**config.mk**
```make
export PLATFORM = sky130hd
export DESIGN_NAME = tiopg_top
export DESIGN_NICKNAME = d
export VERILOG_FILES = /design/src/rtl/tiopg_pkg.sv /design/src/rtl/tiopg_sync.sv /design/src/rtl/tiopg_pulse.sv /design/src/rtl/tiopg_top.sv
export SDC_FILE = /design/constraint.sdc
export NUM_CORES = 1
export LEC_CHECK = 0
export BUFFER_PORTS_ARGS = -buffer_cell sky130_fd_sc_hd__buf_4
export CORE_MARGIN = 2
export CORE_UTILIZATION = 45
export DETAILED_ROUTE_END_ITERATION = 7
export HOLD_SLACK_MARGIN = 0.02
export PLACE_DENSITY_LB_ADDON = 0.3
export SLEW_MARGIN = 20
export SYNTH_ARGS = -nofsm -noshare
export SYNTH_HDL_FRONTEND = slang
export SYNTH_SLANG_ARGS = --single-unit
```
**constraint.sdc**
```tcl
create_clock -name clk -period 6.6 [get_ports clk]
set_input_delay 0 -clock clk [delete_from_list [all_inputs] [get_ports clk]]
set_output_delay 0 -clock clk [all_outputs]
set_load 0.02 [all_outputs]
```
**src/rtl/tiopg_pkg.sv**
```systemverilog
package tiopg_pkg;

   // output source selection
   typedef enum logic [1:0] {
      tiopg_src_on_acq  = 2'h0,
      tiopg_src_armed   = 2'h1,
      tiopg_src_manual  = 2'h3
   } tiopg_src_t;

   localparam int          tiopg_width_w     = 24;
   localparam logic [23:0] tiopg_width_reset = 24'h00_4E20; // 100 us
   localparam int          tiopg_opcond_w    = 16;
   localparam int          tiopg_ready_bit   = 5;
   localparam logic        tiopg_dir_input   = 1'b0;
   localparam logic        tiopg_dir_output  = 1'b1;
   localparam logic        tiopg_level_reset = 1'b0;

   // per-connector configuration
   typedef struct packed {
      logic                      dir_out;
      tiopg_src_t                src;
      logic                      idle_level;
      logic [tiopg_width_w-1:0]  width;
   } tiopg_cfg_t;

endpackage : tiopg_pkg

```
**src/rtl/tiopg_sync.sv**
```systemverilog
`timescale 1ns/1ps
// three-stage synchroniser; output changes once stages two and three agree
module tiopg_sync (
   input  wire logic clk,
   input  wire logic rstn,
   input  wire logic din,
   output logic      dout
);
   logic s1;
   logic s2;
   logic s3;

   always_ff @(posedge clk) begin
      if (!rstn) begin
         s1   <= 1'b0;
         s2   <= 1'b0;
         s3   <= 1'b0;
         dout <= 1'b0;
      end else begin
         s1 <= din;
         s2 <= s1;
         s3 <= s2;
         if (s2 == s3) begin
            dout <= s3;
         end
      end
   end
endmodule : tiopg_sync

```
**src/rtl/tiopg_pulse.sv**
```systemverilog
`timescale 1ns/1ps
// width counter for one connector's trigger pulse
module tiopg_pulse #(
   parameter int W = 24
) (
   input  wire logic         clk,
   input  wire logic         rstn,
   input  wire logic         start,
   input  wire logic [W-1:0] width,
   output logic              active
);
   logic [W-1:0] count;
   // a zero width still gives one cycle, never a lost pulse
   wire [W-1:0]  span = (width == '0) ? W'(1) : width;
   wire          load = start && !active;
   wire          last = (count == W'(1));

   if (W < 2) begin : g_bad_w
      $error("tiopg_pulse: W too small");
   end

   always_ff @(posedge clk) begin
      if (!rstn) begin
         count  <= '0;
         active <= 1'b0;
      end else if (load) begin
         // the start cycle already shows on the pin, so the counter
         // only covers the remaining span - 1 cycles
         count  <= span - W'(1);
         active <= (span != W'(1));
      end else if (active) begin
         count  <= count - W'(1);
         if (last) begin
            active <= 1'b0;
         end
      end
   end
endmodule : tiopg_pulse

```
**src/rtl/tiopg_top.sv**
```systemverilog
`timescale 1ns/1ps
// Behaviour
// connector one is input only and is never driven.
// connectors two and three each have their own direction setting.
// a connector set to input is not driven and feeds the external trigger.
// a connector set to output is driven per its source selection.
// the source selection resets to the on-acquisition choice.
// the armed source drives high while the device is ready for trigger.
// ready shows in operation condition bit 5 and as a low aux output.
// the manual source pulses only on fire and else holds the idle level.
// the idle level bit picks constant high (1) or constant low (0).
// the manual pulse is always opposite to the idle level.
// the pulse width equals the programmed pulse length; a programmed length of zero still gives a one-cycle pulse.
// fire starts the pulse at once, without waiting for a measurement.
// width counts clock cycles, ends at idle, fire while busy is ignored.
// on-acquisition pulses use the same width counter, one full length.
module tiopg_top #(
   parameter int W = tiopg_pkg::tiopg_width_w
) (
   input  wire logic                clk,
   input  wire logic                rstn,
   input  wire logic                trig1_in,
   input  wire logic [1:0]          trigx_in,
   output logic [1:0]               trigx_out,
   output logic [1:0]               trigx_oe,
   input  wire logic [1:0]          cfg_dir_out,
   input  wire logic [3:0]          cfg_src,
   input  wire logic [1:0]          cfg_idle_level,
   input  wire logic [2*W-1:0]      cfg_width,
   input  wire logic                cfg_write,
   input  wire logic [1:0]          fire,
   input  wire logic                acq_trigger,
   input  wire logic                ready_for_trigger,
   output logic                     ext_trig1,
   output logic [1:0]               ext_trigx,
   output logic [tiopg_pkg::tiopg_opcond_w-1:0] operation_condition_register,
   output logic                     aux_ready_n
);

   // the stored width field is fixed by the package struct
   if (W != tiopg_pkg::tiopg_width_w) begin : g_bad_w
      $error("tiopg_top: W must match the package width");
   end

   // connector one: synchronised and passed on only, no driver exists
   tiopg_sync u_sync1 (
      .clk  (clk),
      .rstn (rstn),
      .din  (trig1_in),
      .dout (ext_trig1)
   );

   tiopg_pkg::tiopg_cfg_t cfg [2];
   logic                  ready_q;

   always_ff @(posedge clk) begin
      if (!rstn) begin
         ready_q                      <= 1'b0;
         operation_condition_register <= '0;
         aux_ready_n                  <= 1'b1;
      end else begin
         ready_q <= ready_for_trigger;
         operation_condition_register <= '0;
         operation_condition_register[tiopg_pkg::tiopg_ready_bit]
            <= ready_for_trigger;
         aux_ready_n <= !ready_for_trigger;
      end
   end

   genvar g;
   generate
      for (g = 0; g < 2; g++) begin : g_conn
         logic                   sync_in;
         logic                   active;
         logic                   next_level;
         tiopg_pkg::tiopg_src_t  src_w;
         wire  [1:0]             src_raw = cfg_src[2*g +: 2];
         wire  [W-1:0]           width_w = cfg_width[W*g +: W];
         // an undefined source code falls back to on-acquisition
         assign src_w = (src_raw == 2'h2) ? tiopg_pkg::tiopg_src_on_acq
                                          : tiopg_pkg::tiopg_src_t'(src_raw);

         tiopg_sync u_sync (
            .clk  (clk),
            .rstn (rstn),
            .din  (trigx_in[g]),
            .dout (sync_in)
         );

         always_ff @(posedge clk) begin
            if (!rstn) begin
               cfg[g].dir_out    <= tiopg_pkg::tiopg_dir_input;
               cfg[g].src        <= tiopg_pkg::tiopg_src_on_acq;
               cfg[g].idle_level <= tiopg_pkg::tiopg_level_reset;
               cfg[g].width      <= tiopg_pkg::tiopg_width_reset;
            end else if (cfg_write) begin
               cfg[g].dir_out    <= cfg_dir_out[g];
               cfg[g].src        <= src_w;
               cfg[g].idle_level <= cfg_idle_level[g];
               cfg[g].width      <= width_w;
            end
         end

         wire is_manual = cfg[g].src == tiopg_pkg::tiopg_src_manual;
         wire is_acq    = cfg[g].src == tiopg_pkg::tiopg_src_on_acq;
         wire start     = cfg[g].dir_out &&
                          ((is_manual && fire[g]) ||
                           (is_acq && acq_trigger));

         tiopg_pulse #(.W(W)) u_pulse (
            .clk    (clk),
            .rstn   (rstn),
            .start  (start),
            .width  (cfg[g].width),
            .active (active)
         );

         // the counter lags start by one cycle, so start itself opens the
         // pulse to keep fire immediate
         wire pulse_on = active || start;
         always_comb begin
            unique case (cfg[g].src)
               tiopg_pkg::tiopg_src_armed:  next_level = ready_q;
               tiopg_pkg::tiopg_src_manual:
                  next_level = cfg[g].idle_level ^ pulse_on;
               default:                     next_level = pulse_on;
            endcase
         end

         always_ff @(posedge clk) begin
            if (!rstn) begin
               trigx_out[g] <= 1'b0;
               trigx_oe[g]  <= 1'b0;
               ext_trigx[g] <= 1'b0;
            end else begin
               trigx_oe[g]  <= cfg[g].dir_out;
               trigx_out[g] <= cfg[g].dir_out ? next_level : 1'b0;
               ext_trigx[g] <= cfg[g].dir_out ? 1'b0 : sync_in;
            end
         end
      end
   endgenerate

endmodule : tiopg_top

```
==> impl_metrics.tcl, run 1 <==
set metrics [dict create \
    num_vias 6202 \
    ant_nets 0 \
    clock_sinks 126 \
    status "completed" \
    largest_reg_flops 56 \
    max_stage_delay_ns 0.71 \
    critPathMaxFanout 9 \
    p_per_area_nw_per_um2 261 \
    grt.overflow.total 0 \
    synth_cell_types 80 \
    synth.top_cell.area_share 0.239 \
    crit_slowest_cell "or4_1" \
    grt_pass1_wl_um 28200 \
    seq_area_frac_synth 0.445 \
    cp-end-kind "flop" \
    hp-class "in -> reg" \
    slew_headroom 0.439 \
    irDropWorstVdd_uv 203 \
    synth_area_leaders "edfxtp_1, dfxtp_1, and3_1" \
    hold_viol_final 0 \
    crit_chain "or4_1, nor4_4, a41oi_2, ha_1, nand4_1, or4_1, a21oi_1, o21a_1" \
    syn_area_um2 6910 \
    cts_buffer_depth 2 \
    finalPower_uw 2280 \
    startpoint_type "flop" \
    arrival_ns 3.58 \
    avgSynthCellArea_um2 9.44 \
    wl_per_cell_um 16.5 \
    grt.total_usage 0.216 \
    setup_viol 0 \
    ys_seq_elements 126 \
    ys_warn_count 0 \
    cp.required_ns 6.91 \
    reg2reg_slack_ns 3.32 \
    htreeDepth 4 \
    place.port_buffers 74 \
    grt_max_degree 52 \
    drc 0 \
    largest_registers "cfg: 56 flops, g_conn.u_pulse.count: 48 flops" \
    finalClockSkew_ns 0.00723 \
    cts-root-buf "clkbuf_16" \
    post-dp-hpwl_um 11800 \
    totalWireLength_um 17400 \
    crit_top_cell "or4_1" \
    die-area_um2 16400 \
    clk_latency_ns 0.42 \
    slew_violations 0 \
    numCtsBuffers 17 \
    vias_per_cell 5.88 \
    p_leak_uw 0.00338 \
    cap_viol_max_count 0 \
    syn_to_final_growth_pct 26.6 \
    io_pins 90 \
    timing.setup.tns_ns 0 \
    synth-edff-count 55 \
    fin_crit_ns 3.28 \
    row_count 45 \
    finalCritPeriodShare 0.496 \
    first_iter_violations 557 \
    clk_pin_slew_ns 0.06 \
    grt_antenna_before_repair 0 \
    yosys.area.top_type "edfxtp_1" \
    synth_top_flop_cell "dfxtp_1" \
    rsz0062_at_grt "false" \
    dr.pass1.iters 7 \
    drive_above_1_share 0.154 \
    criticalPathCategory "reg -> reg" \
    fmax_mhz 305 \
    core_um2 15100 \
    syn-instance-count 732 \
    fin_nets 927 \
    die_h_um 128 \
    async_reset_ff_frac 0 \
    grt_pass1_vias 5661 \
    place_congestion 0.853 \
    largest_register "cfg" \
    start_util 0.458 \
    dieWidth_um 128 \
    cts_tree "done" \
    worstMarginPinSlew_ns 0.833 \
    diodes 0 \
]
[final cells by class]
type                    instances  area [µm²]
flip-flops and latches        126        3070
repair buffers                141        1210
inverters                      17        63.8
fillers                      1305        6340
multi-input cells             550        3570
clock buffers                  18         429
clock inverters                14         168
well taps                     188         235
[critical path, delay by kind of cell (launching register included)]
family	cells	cell delay [ns]
simple gates	4	1.82
fa+ha+maj	1	0.32
flops	1	0.48
compound gates	3	0.54
[synthesized netlist by cell type, types with 4 or more instances]
library cell	n
a21oi_1	40
and2_1	17
a211oi_1	13
o21a_1	9
nor2_1	56
or3_1	13
or4_1	13
inv_1	17
nand2b_1	18
o21ai_1	5
nand4_1	17
xor2_1	13
edfxtp_1	55
and4_1	6
o311ai_0	6
o31ai_1	8
nand3_1	16
a31oi_1	12
xnor2_1	16
nand2_1	37
mux2i_1	4
nor4_1	14
nor3_1	33
o22ai_1	6
buf_4	16
o31a_1	6
ha_1	8
dfxtp_1	71
nor3b_1	5
clkbuf_1	31
nor4_2	4
and3_1	51
o21ai_0	15
[final timing paths]
kind,startpoint,endpoint,cells after the start
min reg2reg,g_conn[0].u_sync.s1,g_conn[0].u_sync.s2,1
min,cfg_write,cfg[1][27],3
max,cfg[0][15],g_conn[0].u_pulse.count[18],8
max reg2reg,cfg[0][15],g_conn[0].u_pulse.count[18],8
[report_power, final]
part | leakage (µW) | switching, µW | internal [µW]
clock | 0.000290 | 349 | 593
sequential | 0.00116 | 68.2 | 876
combinational | 0.00194 | 224 | 174
total | 0.00338 | 641 | 1640
[layer usage]
metal / routed length [µm] / up-vias / GRT usage
met5: 0 / - / 0
met4: 239 / 0 / 0.0679
met3: 1020 / 25 / 0.0359
met2: 7780 / 263 / 0.343
met1: 8310 / 2908 / 0.303
li1: - / 3006 / -
[through the flow]
step / hold WS [ns] / area [µm²] / util / instances / worst slack (ns)
after floorplan: 0.127 / 6960 / - / 746 / 3.76
after global placement: 0.215 / 7540 / 0.500 / 962 / 3.55
after global routing: 0.135 / 8750 / 0.580 / 1054 / 3.18
after CTS: 0.0779 / 8740 / 0.579 / 1054 / 3.40
final: 0.0963 / 8750 / 0.580 / 1054 / 3.32
after detailed placement: 0.213 / 7540 / 0.500 / 962 / 3.46
[kinds of logic after synthesis]
kind of cell,after synthesis,synth area share
buffers and inverters,70,0.0473
other,1,0.000543
flip-flops,126,0.445
multiplexers,8,0.0129
XOR/XNOR,29,0.0368
AO/OA/AOI/OAI,161,0.162
adder cells (fa/ha/maj),8,0.0145
AND/OR/NAND/NOR,329,0.281
[repair_timing]
action                    CTS  global route
hold buffers               60             0
resized for setup           0             0
setup buffers               0             0
hold endpoints to repair   61             0
[placed cells by master (no fill, tap or decap), types with 5 or more instances in the layout]
cell and instances:
buf_4 81, dfxtp_1 71, dlygate4sd3_1 60, nor2_1 56, edfxtp_1 55, and3_1 51, a21oi_1 40, nand2_1 37
nor3_1 32, inv_1 17, and2_1 17, nand2b_1 17, nand4_1 17, clkbuf_16 17, xnor2_1 16, nand3_1 16
o21ai_0 15, conb_1 15, nor4_1 14, or4_1 13, xor2_1 13, a211oi_1 13, or3_1 13, a31oi_1 12
o21a_1 9, o31ai_1 8, ha_1 8, and4_1 6, o31a_1 6, o22ai_1 6, o311ai_0 6, o21ai_1 5
nor3b_1 5
(Power assumes the default switching activity.)
==> inputs of run 2 (changes only) <==
--- a/config.mk
+++ b/config.mk
@@ -5,6 +5,7 @@
 export SDC_FILE = /design/constraint.sdc
 export NUM_CORES = 1
 export LEC_CHECK = 0
+export ABC_AREA = 1
 export BUFFER_PORTS_ARGS = -buffer_cell sky130_fd_sc_hd__buf_4
 export CORE_MARGIN = 2
 export CORE_UTILIZATION = 45
==> constraint.sdc (replaced) <==
create_clock -name clk -period 3.3 [get_ports clk]
set_input_delay 0 -clock clk [delete_from_list [all_inputs] [get_ports clk]]
set_output_delay 0 -clock clk [all_outputs]
set_load 0.02 [all_outputs]
==> run 2 against run 1 <==
Hold slack got worse by 0.055 ns. Fmax increased by 35%. Register-to-register slack got worse by 2.4 ns. First-iteration DRC count increased by 4.5%. Combinational power increased to 3.0 times the previous value. Synthesized cell count increased by 50%. Critical path type unchanged. Critical endpoint is now g_conn[1].u_pulse.count[18].
==> impl_metrics.tcl, run 2 <==
set metrics [dict create \
    fill_cells 1588 \
    synth-edff-count 55 \
    p_int_uw 3310 \
    clk_pin_slew_ns 0.06 \
    max_stage_delay_ns 0.39 \
    grt_max_degree 57 \
    yosysMostFrequentCell "inv_1" \
    syn_area_um2 7820 \
    die_h_um 136 \
    synth_common_cells "inv_1, nand2_1, nor2_1, nand3_1, dfxtp_1" \
    clk_latency_ns 0.43 \
    largest_registers "cfg: 56 flops, g_conn.u_pulse.count: 48 flops" \
    crit_buf_inv 3 \
    diodes 0 \
    syn-instance-count 1096 \
    p_sw_uw 1550 \
    cts_buffer_depth 2 \
    synth_top_flop_cell "dfxtp_1" \
    fin_crit_ns 2.43 \
    dieWidth_um 136 \
    vias_per_cell 5.00 \
    row_count 48 \
    pre_cts_ws_ns 0.935 \
    cts-root-buf "clkbuf_16" \
    hp-class "in -> reg" \
    layout_common_cells "inv_1, nand2_1, nor2_1" \
    cts_resized 0 \
    grt_antenna_before_repair 0 \
    grt_pass1_wl_um 33300 \
    drc 0 \
    fmax_mhz 412 \
    cap_viol_max_count 0 \
    largest_register "cfg" \
    start_util 0.457 \
    timing.setup.tns_ns 0 \
    crit_chain "nor2_1, nand2_1, nor2_1, nand3_2, nand2_2, inv_2, ha_1, nand2_1, inv_1, nand2_1, nor2_1, nand2_1, nand2_1, nand3_1, nand3_1, o211ai_1, inv_1" \
    clock_sinks 126 \
    power_frac_comb 0.241 \
    async_reset_ff_frac 0 \
    yosys.area.top_type "edfxtp_1" \
    final_common_cell "inv_1" \
    num_vias 7337 \
    crit_slowest_cell "edfxtp_1" \
    setup_viol 0 \
    seq_area_um2 3070 \
    die-area_um2 18400 \
    largest_reg_flops 56 \
    cts_hold_buf 64 \
    ys_warn_count 0 \
    totalWireLength_um 20300 \
    slew_violations 0 \
    avgSynthCellArea_um2 7.13 \
    dr.pass1.iters 7 \
    irDropWorstVdd_uv 394 \
    cts_setup_buffers 0 \
    grt.total_usage 0.232 \
    status "completed" \
    htreeDepth 4 \
    post-dp-hpwl_um 14600 \
    p_leak_uw 0.00461 \
    syn_to_final_growth_pct 24.2 \
    place_congestion 0.937 \
    reg2reg_slack_ns 0.87 \
    setup_slack_ns 0.874 \
    synth.top_cell.area_share 0.211 \
    place.port_buffers 74 \
    finalCritPeriodShare 0.735 \
    wl_per_cell_um 13.9 \
    crit_top_cell "nand2_1" \
    startpoint_type "flop" \
    whs_ns 0.0412 \
    critPathMaxFanout 6 \
    synth_cell_types 54 \
    finalClockSkew_ns 0.00565 \
    fin_nets 1304 \
    cts_tree "done" \
    p_clk_frac 0.370 \
    rsz0062_at_grt "false" \
    cp.required_ns 3.62 \
    first_iter_violations 582 \
    multiInputGateArea_um2 3800 \
    drive_above_1_share 0.154 \
    criticalPathCategory "reg -> reg" \
    grt.overflow.total 0 \
    grt_pass1_vias 6666 \
    switching_share 0.319 \
    slew_headroom 0.496 \
    arrival_ns 2.75 \
    io_pins 90 \
    numCtsBuffers 17 \
    synth_area_leaders "edfxtp_1, dfxtp_1, inv_1" \
    seq_area_frac_synth 0.393 \
    core_um2 17100 \
    ys_seq_elements 126 \
    finalPower_uw 4870 \
    ant_nets 0 \
    hold_viol_final 0 \
    seqPwrFrac 0.389 \
    cp-end-kind "flop" \
    p_per_area_nw_per_um2 501 \
    worstMarginPinSlew_ns 0.755 \
    critPathTopFamily "simple AND/OR/NAND/NOR gates" \
]
==> run 2: layout make-up <==
type | instances | area share
inverters | 197 | 0.0767
well taps | 225 | 0.0290
clock inverters | 12 | 0.0125
flip-flops and latches | 126 | 0.317
repair buffers | 145 | 0.129
clock buffers | 20 | 0.0450
multi-input cells | 743 | 0.392
==> run 2: per-stage QoR <==
stage                     area (µm²)  instances   util
after floorplan                 7870       1110      -
after global placement          8510       1372  0.497
after detailed placement        8510       1372  0.497
after CTS                       9710       1468  0.567
after global routing            9710       1468  0.567
final                           9710       1468  0.567
==> run 2: cells by family after synthesis <==
group           after synthesis  synth area share
mux                           3           0.00400
xor+xnor                     20            0.0224
simple gates                523             0.314
flops                       126             0.393
buf+inv                     241             0.128
compound gates              174             0.125
fa+ha+maj                     8            0.0128
other cells                   1          0.000480
==> run 2: path summary, 6_finish.rpt <==
path                   start                     endpoint  cells after the start
hold reg to reg   u_sync1.s1                   u_sync1.s2                      2
hold / removal     cfg_write                   cfg[0][26]                      2
setup / recovery   cfg[1][7]  g_conn[1].u_pulse.count[18]                     17
setup reg to reg   cfg[1][7]  g_conn[1].u_pulse.count[18]                     17
==> run 2: power groups by stage <==
stage | Sequential (µW) | Combinational (µW) | Clock (µW)
floorplan | 1890 | 859 | 0
global placement | 1920 | 1090 | 0
detailed placement | 1920 | 1100 | 0
CTS | 1890 | 1160 | 1820
global route | 1910 | 1330 | 1890
finish | 1890 | 1180 | 1800
==> run 2: routing by layer <==
metal,global-route usage,vias to the layer above,share of wire
met2,0.340,240,0.43
met4,0.0828,0,0.021
met5,0,-,0
met1,0.345,3299,0.49
li1,-,3766,-
met3,0.0374,32,0.058
==> inputs of run 3 (changes only) <==
==> constraint.sdc (replaced) <==
create_clock -name clk -period 2 [get_ports clk]
set_input_delay 0 -clock clk [delete_from_list [all_inputs] [get_ports clk]]
set_output_delay 0 -clock clk [all_outputs]
set_load 0.02 [all_outputs]
==> run 3 against run 2 <==
Clock-buffer cell count up 1. Final cell count up 8.0%. Register-to-register slack worse by 0.89 ns. Clock skew up 0.0027 ns. Total power up 69%. Critical path depth down 1. Routed wire length up 10%. Largest cell class unchanged. Sequential share of layout area down 3.4 points. Sequential power up 64%. First-iteration DRC count up 11%. Critical endpoint is now g_conn[0].u_pulse.count[20]. Via count up 6.6%. Non-clock buffer count up 117. The flow now finishes with violations (negative setup slack).
==> impl_metrics.tcl, run 3 (synthesis gave the netlist of run 2 again) <==
set metrics [dict create \
    finalPower_uw 8220 \
    final_common_cell "buf_4" \
    grt_pass1_wl_um 35400 \
    grt.overflow.total 0 \
    crit_buf_inv 2 \
    p_per_area_nw_per_um2 757 \
    critPathMaxFanout 3 \
    layout_common_cells "buf_4, inv_1, nand2_1" \
    grt_max_degree 61 \
    first_iter_violations 645 \
    row_count 48 \
    worstRegToRegCells 16 \
    slew_violations 0 \
    violations "negative setup slack" \
    clock_sinks 126 \
    crit_top_cell "nor2_4" \
    cts_buffer_depth 2 \
    hp-class "in -> reg" \
    totalWireLength_um 22400 \
    critPathLaunch "cfg[0][19]" \
    rsz0062_at_grt "true" \
    htreeDepth 4 \
    slew_headroom 0.542 \
    fmax_mhz 497 \
    status "finished with violations" \
    path_depth 16 \
    cap_viol_max_count 0 \
    core_um2 17100 \
    dr.pass1.iters 6 \
    finalClockSkew_ns 0.00831 \
    crit_slowest_cell "edfxtp_1" \
    largest_registers "cfg: 56 flops, g_conn.u_pulse.count: 48 flops" \
    drive_above_1_share 0.274 \
    reg2reg_slack_ns -0.01 \
    worstMarginPinSlew_ns 0.685 \
    cp-end-kind "flop" \
    largest_reg_flops 56 \
    start_util 0.457 \
    wl_per_cell_um 14.1 \
    critPathTopFamily "simple AND/OR/NAND/NOR gates" \
    cts-root-buf "clkbuf_16" \
    finalCritPeriodShare 1.01 \
    max_stage_delay_ns 0.43 \
    crit_chain "nor2_2, nand2_2, nor2_4, nand3_4, nand2_8, inv_6, ha_4, nand2_4, nor2_4, nand2_4, nor2_4, o21ai_2, a21oi_2, nand3b_1, nand2_1, inv_1" \
    grt_antenna_before_repair 0 \
    drc 0 \
    clk_pin_slew_ns 0.06 \
    num_vias 7820 \
    die-area_um2 18400 \
    setup_viol 1 \
    place.port_buffers 74 \
    fin_nets 1421 \
    cts_tree "done" \
    die_h_um 136 \
    pre_cts_ws_ns -0.138 \
    vias_per_cell 4.93 \
    setup_slack_ns -0.0108 \
    grt.total_usage 0.246 \
    irDropWorstVdd_uv 645 \
    clk_latency_ns 0.43 \
    p_leak_uw 0.00523 \
    hold_viol_final 0 \
    r2r_start "cfg[0][19]" \
    criticalPathCategory "reg -> reg" \
    io_pins 90 \
    numCtsBuffers 17 \
    cp.required_ns 2.32 \
    largest_register "cfg" \
    fin_crit_ns 2.01 \
    diodes 0 \
    grt_pass1_vias 7210 \
    place_congestion 0.915 \
    arrival_ns 2.33 \
    dieWidth_um 136 \
    post-dp-hpwl_um 15400 \
    crit_path_end "g_conn[0].u_pulse.count[20]" \
    syn_to_final_growth_pct 39.0 \
    fill_cells 1475 \
    ant_nets 0 \
    startpoint_type "flop" \
    regToRegEndpoint "g_conn[0].u_pulse.count[20]" \
]
==> run 3: worst min path at each step <==
stage	start	endpoint	slack, ns	cells past startpoint
4_1_cts	cfg_write	cfg[0][24]	0.02	2
2_1_floorplan	ready_for_trigger	aux_ready_n	0.09	1
3_5_place_dp	trigx_in[0]	g_conn[0].u_sync.s1	0.19	3
5_1_grt	cfg_write	cfg[0][24]	0.04	2
6_report	cfg_write	cfg[0][24]	0.02	2
3_3_place_gp	trig1_in	u_sync1.s1	0.18	3
==> run 3: stage by stage <==
stage                     TNS (ns)  std cells   util  hold WS (ns)  cell area, µm²
after floorplan                  0       1110      -        0.0895            7890
after global placement     -0.0730       1456  0.536         0.182            9180
after detailed placement     -1.03       1456  0.536         0.189            9180
after CTS                  -0.0122       1577  0.620        0.0208           10600
after global routing         -1.36       1585  0.635        0.0405           10900
final                      -0.0108       1585  0.635        0.0182           10900
==> run 3: cell type report <==
type,instances,area (µm²),area share
clock buffers,21,454,0.0418
clock inverters,11,67.6,0.00622
well taps,225,282,0.0259
repair buffers,262,2150,0.198
inverters,197,744,0.0685
multi-input cells,743,4100,0.377
flip-flops and latches,126,3070,0.283
==> run 3: repair_timing <==
action	in CTS	in global routing
hold buffers	60	0
gates resized for setup	22	57
setup buffers	29	10
endpoints found under the hold margin	61	0
endpoints found under the setup margin	16	33
pin swaps	27	37
==> run 3: worst register-to-register path: stages, from the launching register on <==
cell      delay (ns)
edfxtp_1        0.43
nor2_2          0.16
nand2_2         0.09
nor2_4          0.12
nand3_4         0.12
nand2_8         0.08
inv_6           0.04
ha_4            0.15
nand2_4         0.07
nor2_4          0.04
nand2_4         0.10
nor2_4          0.05
o21ai_2         0.13
a21oi_2         0.07
nand3b_1        0.17
nand2_1         0.07
inv_1           0.03
==> run 3: where the power goes <==
group,leakage (µW),switching (µW),internal (µW)
clock,0.000264,1170,1620
combinational,0.00381,1350,991
sequential,0.00116,188,2910
==> run 3: routing by layer <==
layer / GRT usage / wire (µm) / vias to the layer above
met5: 0 / 0 / -
met4: 0.0758 / 385 / 0
met3: 0.0378 / 1240 / 30
met2: 0.390 / 10200 / 232
met1: 0.347 / 10600 / 3561
li1: - / - / 3997
